$ cat config.mk
export PLATFORM = sky130hd
export DESIGN_NAME = inter_core_request_mailbox
export DESIGN_NICKNAME = d
export VERILOG_FILES = /design/src/mailbox_pkg.sv /design/src/apb_port.sv /design/src/irq_ctrl.sv /design/src/inter_core_request_mailbox.sv
export VERILOG_INCLUDE_DIRS = /design/src
export SDC_FILE = /design/constraint.sdc
export NUM_CORES = 1
export LEC_CHECK = 0
export ABC_AREA = 1
export BUFFER_PORTS_ARGS = -buffer_cell sky130_fd_sc_hd__clkbuf_2
export CAP_MARGIN = 20
export CELL_PAD_IN_SITES_DETAIL_PLACEMENT = 0
export CELL_PAD_IN_SITES_GLOBAL_PLACEMENT = 1
export CORE_UTILIZATION = 37
export DETAILED_ROUTE_END_ITERATION = 8
export HOLD_SLACK_MARGIN = 0.1
export PLACE_DENSITY_LB_ADDON = 0.1
export SYNTH_ARGS = -nofsm -noshare
export SYNTH_HDL_FRONTEND = slang
export SYNTH_HIERARCHICAL = 1
export SYNTH_SLANG_ARGS = --single-unit
$ cat constraint.sdc
create_clock -name sys_clk -period 3.75 [get_ports sys_clk]
set_input_delay 0.75 -clock sys_clk [delete_from_list [all_inputs] [get_ports sys_clk]]
set_output_delay 0.75 -clock sys_clk [all_outputs]
set_load 0.03 [all_outputs]
$ cat src/mailbox_map.svh
// Register offsets, field positions and reset values of the request mailbox
`ifndef MAILBOX_MAP_SVH
`define MAILBOX_MAP_SVH

// Printed register indices; the byte address is four times the index
`define IDX_REQUEST_COMMAND_CTRL 8'h0e
`define IDX_REQUEST_DATA_WORD_A  8'h0f
`define IDX_REQUEST_DATA_WORD_B  8'h10
`define IDX_IRQ_STATUS           8'h20
`define IDX_IRQ_MASK             8'h21

`define ADDR_REQUEST_COMMAND_CTRL 8'h38
`define ADDR_REQUEST_DATA_WORD_A  8'h3c
`define ADDR_REQUEST_DATA_WORD_B  8'h40
`define ADDR_IRQ_STATUS           8'h80
`define ADDR_IRQ_MASK             8'h84

// Fields of request_command_ctrl
`define CMD_CODE_LSB      0
`define CMD_CODE_MSB      3
`define RESP_IRQ_EN_BIT   4
`define REQ_VALID_BIT     5

// Interrupt status bits
`define IRQ_BIT_POSTED    0
`define IRQ_BIT_CONSUMED  1
`define IRQ_BIT_RESPONSE  2
`define IRQ_COUNT         3

// Reset values
`define RST_COMMAND_CTRL  8'h00
`define RST_DATA_WORD     16'h0000
`define RST_IRQ           3'h0

`endif

$ cat src/mailbox_pkg.sv
// Types shared by the request mailbox design files
package mailbox_pkg;

    typedef enum logic [2:0] {
        SEL_COMMAND,
        SEL_WORD_A,
        SEL_WORD_B,
        SEL_IRQ_STATUS,
        SEL_IRQ_MASK,
        SEL_NONE
    } reg_sel_t;

endpackage : mailbox_pkg

$ cat src/apb_port.sv
// APB slave front end: one setup and one access cycle, registered read data
`timescale 1ns/10ps

module apb_port (
    // Clock and reset
    input  wire logic        sys_clk,
    input  wire logic        rst,
    // APB
    input  wire logic        psel,
    input  wire logic        penable,
    input  wire logic        pwrite,
    input  wire logic [7:0]  paddr,
    input  wire logic [31:0] pwdata,
    output logic             pready,
    output logic [31:0]      prdata,
    output logic             pslverr,
    // Register side
    output logic [7:0]       reg_addr,
    output logic [31:0]      reg_wdata,
    output logic             reg_wr,
    input  wire logic [31:0] reg_rdata,
    input  wire logic        reg_hit
);

    logic [31:0] rdata_ff;
    logic        err_ff;

    // No wait states: the access phase always completes
    assign pready    = psel & penable;
    assign reg_addr  = paddr;
    assign reg_wdata = pwdata;
    assign reg_wr    = psel & penable & pwrite & reg_hit;
    assign prdata    = rdata_ff;
    assign pslverr   = err_ff;

    // Read data is captured in setup so the access phase sees a flop output
    always_ff @(posedge sys_clk) begin
        if (rst) begin
            rdata_ff <= 32'h0000_0000;
            err_ff   <= 1'b0;
        end else if (psel & ~penable) begin
            rdata_ff <= (reg_hit & ~pwrite) ? reg_rdata : 32'h0000_0000;
            err_ff   <= ~reg_hit;
        end
    end

endmodule : apb_port

$ cat src/irq_ctrl.sv
// Sticky interrupt status with write-one-to-clear, mask and level output
`timescale 1ns/10ps
`include "mailbox_map.svh"

module irq_ctrl (
    // Clock and reset
    input  wire logic                   sys_clk,
    input  wire logic                   rst,
    // Events and software controls
    input  wire logic [`IRQ_COUNT-1:0]  event_pulse,
    input  wire logic [`IRQ_COUNT-1:0]  clear_bits,
    input  wire logic [`IRQ_COUNT-1:0]  mask_bits,
    // Status
    output logic [`IRQ_COUNT-1:0]       status,
    output logic                        irq
);

    logic [`IRQ_COUNT-1:0] status_ff;

    genvar i;
    generate
        for (i = 0; i < `IRQ_COUNT; i++) begin : g_bit
            // Set beats clear so an event in the clearing cycle is kept
            always_ff @(posedge sys_clk) begin
                if (rst) begin
                    status_ff[i] <= 1'b0;
                end else if (event_pulse[i]) begin
                    status_ff[i] <= 1'b1;
                end else if (clear_bits[i]) begin
                    status_ff[i] <= 1'b0;
                end
            end
        end
    endgenerate

    assign status = status_ff;
    assign irq    = |(status_ff & mask_bits);

endmodule : irq_ctrl

$ cat src/inter_core_request_mailbox.sv
// Request mailbox passing commands from the master core to the slave core
// How it works
// - Command register resets to 00h always.
// - Both data words reset to 0000h.
// - Master reads/writes command; slave reads it and writes it only to clear the valid flag.
// - Data words written by master only.
// - Only master can set valid flag.
// - Only slave can clear valid flag.
// - Bit 4 enables response status interrupt.
// - Bits 7:6 read as zero.
// - Each data word holds 16 bits.
//
// The APB register port was chosen for this implementation.
`timescale 1ns/10ps
`include "mailbox_map.svh"

module inter_core_request_mailbox (
    // Clock and reset
    input  wire logic        sys_clk,
    input  wire logic        rst,
    // APB port of the master core
    input  wire logic        mst_psel,
    input  wire logic        mst_penable,
    input  wire logic        mst_pwrite,
    input  wire logic [7:0]  mst_paddr,
    input  wire logic [31:0] mst_pwdata,
    output logic             mst_pready,
    output logic [31:0]      mst_prdata,
    output logic             mst_pslverr,
    // APB port of the slave core
    input  wire logic        slv_psel,
    input  wire logic        slv_penable,
    input  wire logic        slv_pwrite,
    input  wire logic [7:0]  slv_paddr,
    input  wire logic [31:0] slv_pwdata,
    output logic             slv_pready,
    output logic [31:0]      slv_prdata,
    output logic             slv_pslverr,
    // Slave response logic
    input  wire logic        slave_response_status,
    output logic             response_irq,
    // Mailbox state and interrupt
    output logic             request_valid_flag,
    output logic [3:0]       command_code,
    output logic             irq
);

    logic [7:0]              mst_addr;
    logic [31:0]             mst_wdata;
    logic                    mst_wr;
    logic [31:0]             mst_rdata;
    logic                    mst_hit;
    logic [7:0]              slv_addr;
    logic [31:0]             slv_wdata;
    logic                    slv_wr;
    logic [31:0]             slv_rdata;
    logic                    slv_hit;
    mailbox_pkg::reg_sel_t   mst_sel;
    mailbox_pkg::reg_sel_t   slv_sel;

    logic [3:0]              command_code_ff;
    logic                    response_irq_enable_ff;
    logic                    request_valid_ff;
    logic                    nxt_request_valid;
    logic [15:0]             data_word_a_ff;
    logic [15:0]             data_word_b_ff;
    logic [`IRQ_COUNT-1:0]   irq_mask_ff;
    logic                    response_prev_ff;
    logic                    valid_set;
    logic                    valid_clr;
    logic [`IRQ_COUNT-1:0]   irq_event;
    logic [`IRQ_COUNT-1:0]   irq_clear;
    logic [`IRQ_COUNT-1:0]   irq_status;
    logic [7:0]              command_view;
    logic                    mst_cmd_wr;
    logic                    mst_word_a_wr;
    logic                    mst_word_b_wr;
    logic                    mst_mask_wr;
    logic                    mst_status_wr;
    logic                    slv_cmd_wr;
    logic                    slv_mask_wr;
    logic                    slv_status_wr;
    logic                    req_posted;
    logic                    req_consumed;
    logic                    resp_rose;

    // Field reset values taken from the register's reset byte
    localparam logic [7:0] cmd_reset    = `RST_COMMAND_CTRL;
    localparam logic [3:0] code_reset   = cmd_reset[`CMD_CODE_MSB:`CMD_CODE_LSB];
    localparam logic       irq_en_reset = cmd_reset[`RESP_IRQ_EN_BIT];
    localparam logic       valid_reset  = cmd_reset[`REQ_VALID_BIT];

    // Unaligned or unknown addresses fall to SEL_NONE and are refused
    function automatic mailbox_pkg::reg_sel_t decode(input logic [7:0] addr);
        unique case (addr)
            `ADDR_REQUEST_COMMAND_CTRL: decode = mailbox_pkg::SEL_COMMAND;
            `ADDR_REQUEST_DATA_WORD_A:  decode = mailbox_pkg::SEL_WORD_A;
            `ADDR_REQUEST_DATA_WORD_B:  decode = mailbox_pkg::SEL_WORD_B;
            `ADDR_IRQ_STATUS:           decode = mailbox_pkg::SEL_IRQ_STATUS;
            `ADDR_IRQ_MASK:             decode = mailbox_pkg::SEL_IRQ_MASK;
            default:                    decode = mailbox_pkg::SEL_NONE;
        endcase
    endfunction : decode

    // Unused upper bits read as zero on every register
    function automatic logic [31:0] read_mux(input mailbox_pkg::reg_sel_t sel,
                                             input logic [7:0]  cmd,
                                             input logic [15:0] wa,
                                             input logic [15:0] wb,
                                             input logic [2:0]  st,
                                             input logic [2:0]  mk);
        unique case (sel)
            mailbox_pkg::SEL_COMMAND:    read_mux = {24'h00_0000, cmd};
            mailbox_pkg::SEL_WORD_A:     read_mux = {16'h0000, wa};
            mailbox_pkg::SEL_WORD_B:     read_mux = {16'h0000, wb};
            mailbox_pkg::SEL_IRQ_STATUS: read_mux = {29'h0000_0000, st};
            mailbox_pkg::SEL_IRQ_MASK:   read_mux = {29'h0000_0000, mk};
            mailbox_pkg::SEL_NONE:       read_mux = 32'h0000_0000;
        endcase
    endfunction : read_mux

    // Each core has its own zero-wait-state port
    apb_port u_mst_port (
        .sys_clk   (sys_clk),
        .rst       (rst),
        .psel      (mst_psel),
        .penable   (mst_penable),
        .pwrite    (mst_pwrite),
        .paddr     (mst_paddr),
        .pwdata    (mst_pwdata),
        .pready    (mst_pready),
        .prdata    (mst_prdata),
        .pslverr   (mst_pslverr),
        .reg_addr  (mst_addr),
        .reg_wdata (mst_wdata),
        .reg_wr    (mst_wr),
        .reg_rdata (mst_rdata),
        .reg_hit   (mst_hit)
    );

    apb_port u_slv_port (
        .sys_clk   (sys_clk),
        .rst       (rst),
        .psel      (slv_psel),
        .penable   (slv_penable),
        .pwrite    (slv_pwrite),
        .paddr     (slv_paddr),
        .pwdata    (slv_pwdata),
        .pready    (slv_pready),
        .prdata    (slv_prdata),
        .pslverr   (slv_pslverr),
        .reg_addr  (slv_addr),
        .reg_wdata (slv_wdata),
        .reg_wr    (slv_wr),
        .reg_rdata (slv_rdata),
        .reg_hit   (slv_hit)
    );

    assign mst_sel = decode(mst_addr);
    assign slv_sel = decode(slv_addr);
    assign mst_hit = (mst_sel != mailbox_pkg::SEL_NONE);
    assign slv_hit = (slv_sel != mailbox_pkg::SEL_NONE);

    // Master core write strobes
    assign mst_cmd_wr    = mst_wr && (mst_sel == mailbox_pkg::SEL_COMMAND);
    assign mst_word_a_wr = mst_wr && (mst_sel == mailbox_pkg::SEL_WORD_A);
    assign mst_word_b_wr = mst_wr && (mst_sel == mailbox_pkg::SEL_WORD_B);
    assign mst_mask_wr   = mst_wr && (mst_sel == mailbox_pkg::SEL_IRQ_MASK);
    assign mst_status_wr = mst_wr && (mst_sel == mailbox_pkg::SEL_IRQ_STATUS);

    // Slave core write strobes; the data words have none
    assign slv_cmd_wr    = slv_wr && (slv_sel == mailbox_pkg::SEL_COMMAND);
    assign slv_mask_wr   = slv_wr && (slv_sel == mailbox_pkg::SEL_IRQ_MASK);
    assign slv_status_wr = slv_wr && (slv_sel == mailbox_pkg::SEL_IRQ_STATUS);

    // Reserved bits 7:6 stay zero; each field sits at its own position
    always_comb begin
        command_view                              = 8'h00;
        command_view[`CMD_CODE_MSB:`CMD_CODE_LSB] = command_code_ff;
        command_view[`RESP_IRQ_EN_BIT]            = response_irq_enable_ff;
        command_view[`REQ_VALID_BIT]              = request_valid_ff;
    end

    // Both cores see one view; reads have no side effects
    assign mst_rdata = read_mux(mst_sel, command_view, data_word_a_ff, data_word_b_ff,
                                irq_status, irq_mask_ff);
    assign slv_rdata = read_mux(slv_sel, command_view, data_word_a_ff, data_word_b_ff,
                                irq_status, irq_mask_ff);

    // Command code belongs to the master alone
    always_ff @(posedge sys_clk) begin
        if (rst) begin
            command_code_ff <= code_reset;
        end else if (mst_cmd_wr) begin
            command_code_ff <= mst_wdata[`CMD_CODE_MSB:`CMD_CODE_LSB];
        end
    end

    // The slave reads the enable but has no path to change it
    always_ff @(posedge sys_clk) begin
        if (rst) begin
            response_irq_enable_ff <= irq_en_reset;
        end else if (mst_cmd_wr) begin
            response_irq_enable_ff <= mst_wdata[`RESP_IRQ_EN_BIT];
        end
    end

    // Master writes one to post, slave writes zero to acknowledge
    assign valid_set = mst_cmd_wr && mst_wdata[`REQ_VALID_BIT];
    assign valid_clr = slv_cmd_wr && !slv_wdata[`REQ_VALID_BIT];
    // A post racing an acknowledge keeps the flag set, so no request is lost
    assign nxt_request_valid = valid_set | (request_valid_ff & ~valid_clr);

    // Held in a flop so both cores read one settled value
    always_ff @(posedge sys_clk) begin
        if (rst) begin
            request_valid_ff <= valid_reset;
        end else begin
            request_valid_ff <= nxt_request_valid;
        end
    end

    // Slave writes to the data words are dropped; the master is not blocked
    // while the flag is set, so overwriting unread data is its own hazard
    always_ff @(posedge sys_clk) begin
        if (rst) begin
            data_word_a_ff <= `RST_DATA_WORD;
        end else if (mst_word_a_wr) begin
            data_word_a_ff <= mst_wdata[15:0];
        end
    end

    always_ff @(posedge sys_clk) begin
        if (rst) begin
            data_word_b_ff <= `RST_DATA_WORD;
        end else if (mst_word_b_wr) begin
            data_word_b_ff <= mst_wdata[15:0];
        end
    end

    // Interrupt mask is shared; master wins a same-cycle write
    always_ff @(posedge sys_clk) begin
        if (rst) begin
            irq_mask_ff <= `RST_IRQ;
        end else if (mst_mask_wr) begin
            irq_mask_ff <= mst_wdata[`IRQ_COUNT-1:0];
        end else if (slv_mask_wr) begin
            irq_mask_ff <= slv_wdata[`IRQ_COUNT-1:0];
        end
    end

    // Previous response status for the rising-edge event
    always_ff @(posedge sys_clk) begin
        if (rst) begin
            response_prev_ff <= 1'b0;
        end else begin
            response_prev_ff <= slave_response_status;
        end
    end

    // Events: flag rising, flag falling, response status rising while enabled
    assign req_posted   = valid_set & ~request_valid_ff;
    assign req_consumed = valid_clr & ~valid_set & request_valid_ff;
    assign resp_rose    = response_irq_enable_ff & slave_response_status
                          & ~response_prev_ff;

    always_comb begin
        irq_event = `RST_IRQ;
        irq_event[`IRQ_BIT_POSTED]   = req_posted;
        irq_event[`IRQ_BIT_CONSUMED] = req_consumed;
        irq_event[`IRQ_BIT_RESPONSE] = resp_rose;
    end

    // Either core clears status bits by writing ones
    always_comb begin
        irq_clear = `RST_IRQ;
        if (mst_status_wr) begin
            irq_clear = irq_clear | mst_wdata[`IRQ_COUNT-1:0];
        end
        if (slv_status_wr) begin
            irq_clear = irq_clear | slv_wdata[`IRQ_COUNT-1:0];
        end
    end

    // Set beats clear inside, so an event during a clearing write stays
    irq_ctrl u_irq (
        .sys_clk     (sys_clk),
        .rst         (rst),
        .event_pulse (irq_event),
        .clear_bits  (irq_clear),
        .mask_bits   (irq_mask_ff),
        .status      (irq_status),
        .irq         (irq)
    );

    // Direct level gating; no extra flop delay on the response path
    assign response_irq       = response_irq_enable_ff & slave_response_status;
    assign request_valid_flag = request_valid_ff;
    assign command_code       = command_code_ff;

endmodule : inter_core_request_mailbox

==> impl_metrics.yaml <==
outcome:
  status: "finished, final reports clean"
logic_synthesis:
  syn-cell-area_mm2: 0.005942
  syn_inst: 943
  synth_area_per_cell_um2: 6.301
  ys_warn_count: 6
final_layout:
  n_fill_cell: 1779
  diodes: 0
  layout-drive-gt1-share_pct: 15.75
  area_growth_pct: 13.54
  stdcell_count: 1246
  finalNetCount: 1119
  post-route-util_pct: 43.73
critical_path:
  cp_common_cell: "inv_1"
  reg2reg_from: "u_irq/status[2]"
  cp_data_required_time_ns: 3.97
  path_class: "input port to register"
  r2r_cells: 8
  cp_num_cells: 14
  crit_arrival_ns: 3.10
  cp_num_buf_inv: 5
  r2r_slack_ns: 2.39
  critical_path.startpoint: "mst_paddr[1]"
  cp_max_fo: 29
  slowest_stage: "nand2_2"
  critical-path-top-delay-family: "simple AND/OR/NAND/NOR gates"
  max_stage_delay_ns: 0.33
  cp-start-kind: "input port"
  reg2reg_to: "u_slv_port/prdata[2]"
  endpoint: "data_word_a_ff[5]"
  end_kind: "register"
  path_cells: "clkbuf_2 -> nor2_1 -> nand3_1 -> inv_1 -> nand2_2 -> inv_1 -> nor2_1 -> nand3_1 -> inv_1 -> nor3_1 -> buf_4 -> nand2_2 -> o21ai_0 -> a21oi_1"
grt:
  grt_pass1_vias: 4974
  grt_pass1_wl_um: 24880
  grt_max_degree: 43
  grt_util_all_layers_pct: 19.35
  overflow: 0
  antenna_found_initial: 1
clock_tree:
  cts-root-buf: "clkbuf_16"
  clock_sinks: 111
  clk_pin_slew_ns: 0.08
  clk_latency_ns: 0.36
  post-cts-setup-buffers: 0
  cts_resized: 0
  htree_levels: 3
  numCtsBuffers: 9
  cts_tree: "yes"
  clockBufferDepth: 2
  ctsHoldBuffers: 0
timing:
  hold_viol_final: 0
  min_period_ns: 2.877
  skew_ns: 0.008389
  fmax_ghz: 0.3476
  setup_tns_ns: 0
  worst_pin_slew_ns: 0.8173
  slew_violations: 0
  period_share_pct: 76.72
  setup_viol_count_final: 0
  slew_headroom_pct: 45.38
  rsz0062_at_grt: "no"
floorplan:
  dieWidth_um: 128.7
  start_util_pct: 38.52
  dieArea_mm2: 0.01657
  die_height_um: 128.7
  coreArea_mm2: 0.01543
  row_count: 45
  io_pins: 164
placed_design:
  gp_congestion: 0.8322
  dpl.hpwl_um: 10490
  place_inst: 1230
  io_buffer_count: 119
drt:
  routed_via_density: 4.491
  ant_nets: 0
  first_pass_iters: 5
  wl_per_cell_um: 12.61
  vias: 5596
  wl_um: 15720
  drt_iter0_drc: 301
  drc: 0
power_and_ir_drop:
  cellPowerDensity_mw_per_mm2: 335.0
  total_power_mw: 2.260
  p_leak_nw: 2.843
  ir_drop_v: 0.0002323
worst_hold_path:
  min-delay-start: "u_mst_port/pslverr"
  hp-class: "register to register"
flow_run:
  maxCapViolCount: 0
-- flip-flops by register name, summed over array words and instances, names as in the netlist --
name and cells:
u_irq/status 3, command_code 4, data_word_a_ff 16, request_valid_flag 1
u_mst_port/prdata 32, irq_mask_ff 3, data_word_b_ff 16, u_slv_port/prdata 32
response_irq_enable_ff 1, response_prev_ff 1, u_slv_port/pslverr 1, u_mst_port/pslverr 1
-- cell usage in the layout (no fill, tap or decap), types with 5 or more instances in the layout --
master and instances:
a21oi_1 34, a31oi_1 5, buf_4 12, clkbuf_16 9, clkbuf_2 118, conb_1 32, dfxtp_1 111, inv_1 137
nand2_1 74, nand2_2 5, nand3_1 95, nand4_1 7, nor2_1 306, o21ai_0 41, o22ai_1 20
-- worst min path at each step --
stage,slack [ns],endpoint,depth (start not counted)
after CTS,0.47,u_mst_port/pslverr,2
after floorplan,0.44,data_word_a_ff[4],2
final,0.47,u_mst_port/pslverr,2
after detailed placement,0.46,u_mst_port/pslverr,2
after global routing,0.50,data_word_a_ff[1],2
after global placement,0.46,u_mst_port/pslverr,2
-- routing by layer --
metal  vias up  routed length [um]  global-route usage, %
met5         -                  11                      0
met4         2                 186                  6.090
met3        12                 711                  3.035
met2       107                7212                  31.99
met1      2450                7594                  25.83
li1       3025                   -                      -
-- final cells by class --
cell class | count | area (um2) | area share (%)
clock buffer | 10 | 239.0 | 3.542
clock inverter | 6 | 45.04 | 0.6677
inverter | 142 | 535.5 | 7.938
multi-input combinational | 635 | 2755 | 40.84
sequential | 111 | 2222 | 32.94
tap | 211 | 264.0 | 3.913
timing repair buffer | 131 | 685.7 | 10.16
-- per-stage QoR --
step                setup slack (ns)  hold WS [ns]  cell area, um2
global placement              0.5475        0.4593            6462
finish                        0.8732        0.4733            6746
floorplan                     0.5044        0.4444            6058
global route                  0.5924        0.4980            6746
detailed placement            0.5054        0.4613            6462
CTS                           0.8791        0.4743            6746
-- worst register-to-register path, cell delays in order (launching register included) --
cell     delay (ns)
dfxtp_1        0.34
nand3_1        0.08
o21ai_0        0.08
a31oi_1        0.19
nand3_1        0.21
nand3_1        0.14
nor2_1         0.04
nor2_1         0.11
nor2_1         0.04
-- power by group --
part	leakage, nW	total, mW	internal (mW)	switching [mW]
combinational	1.81	0.142	0.0358	0.106
sequential	0.894	1.18	1.18	0.00114
clock	0.136	0.937	0.474	0.464
Note: power is estimated with default switching activity, not from simulation.
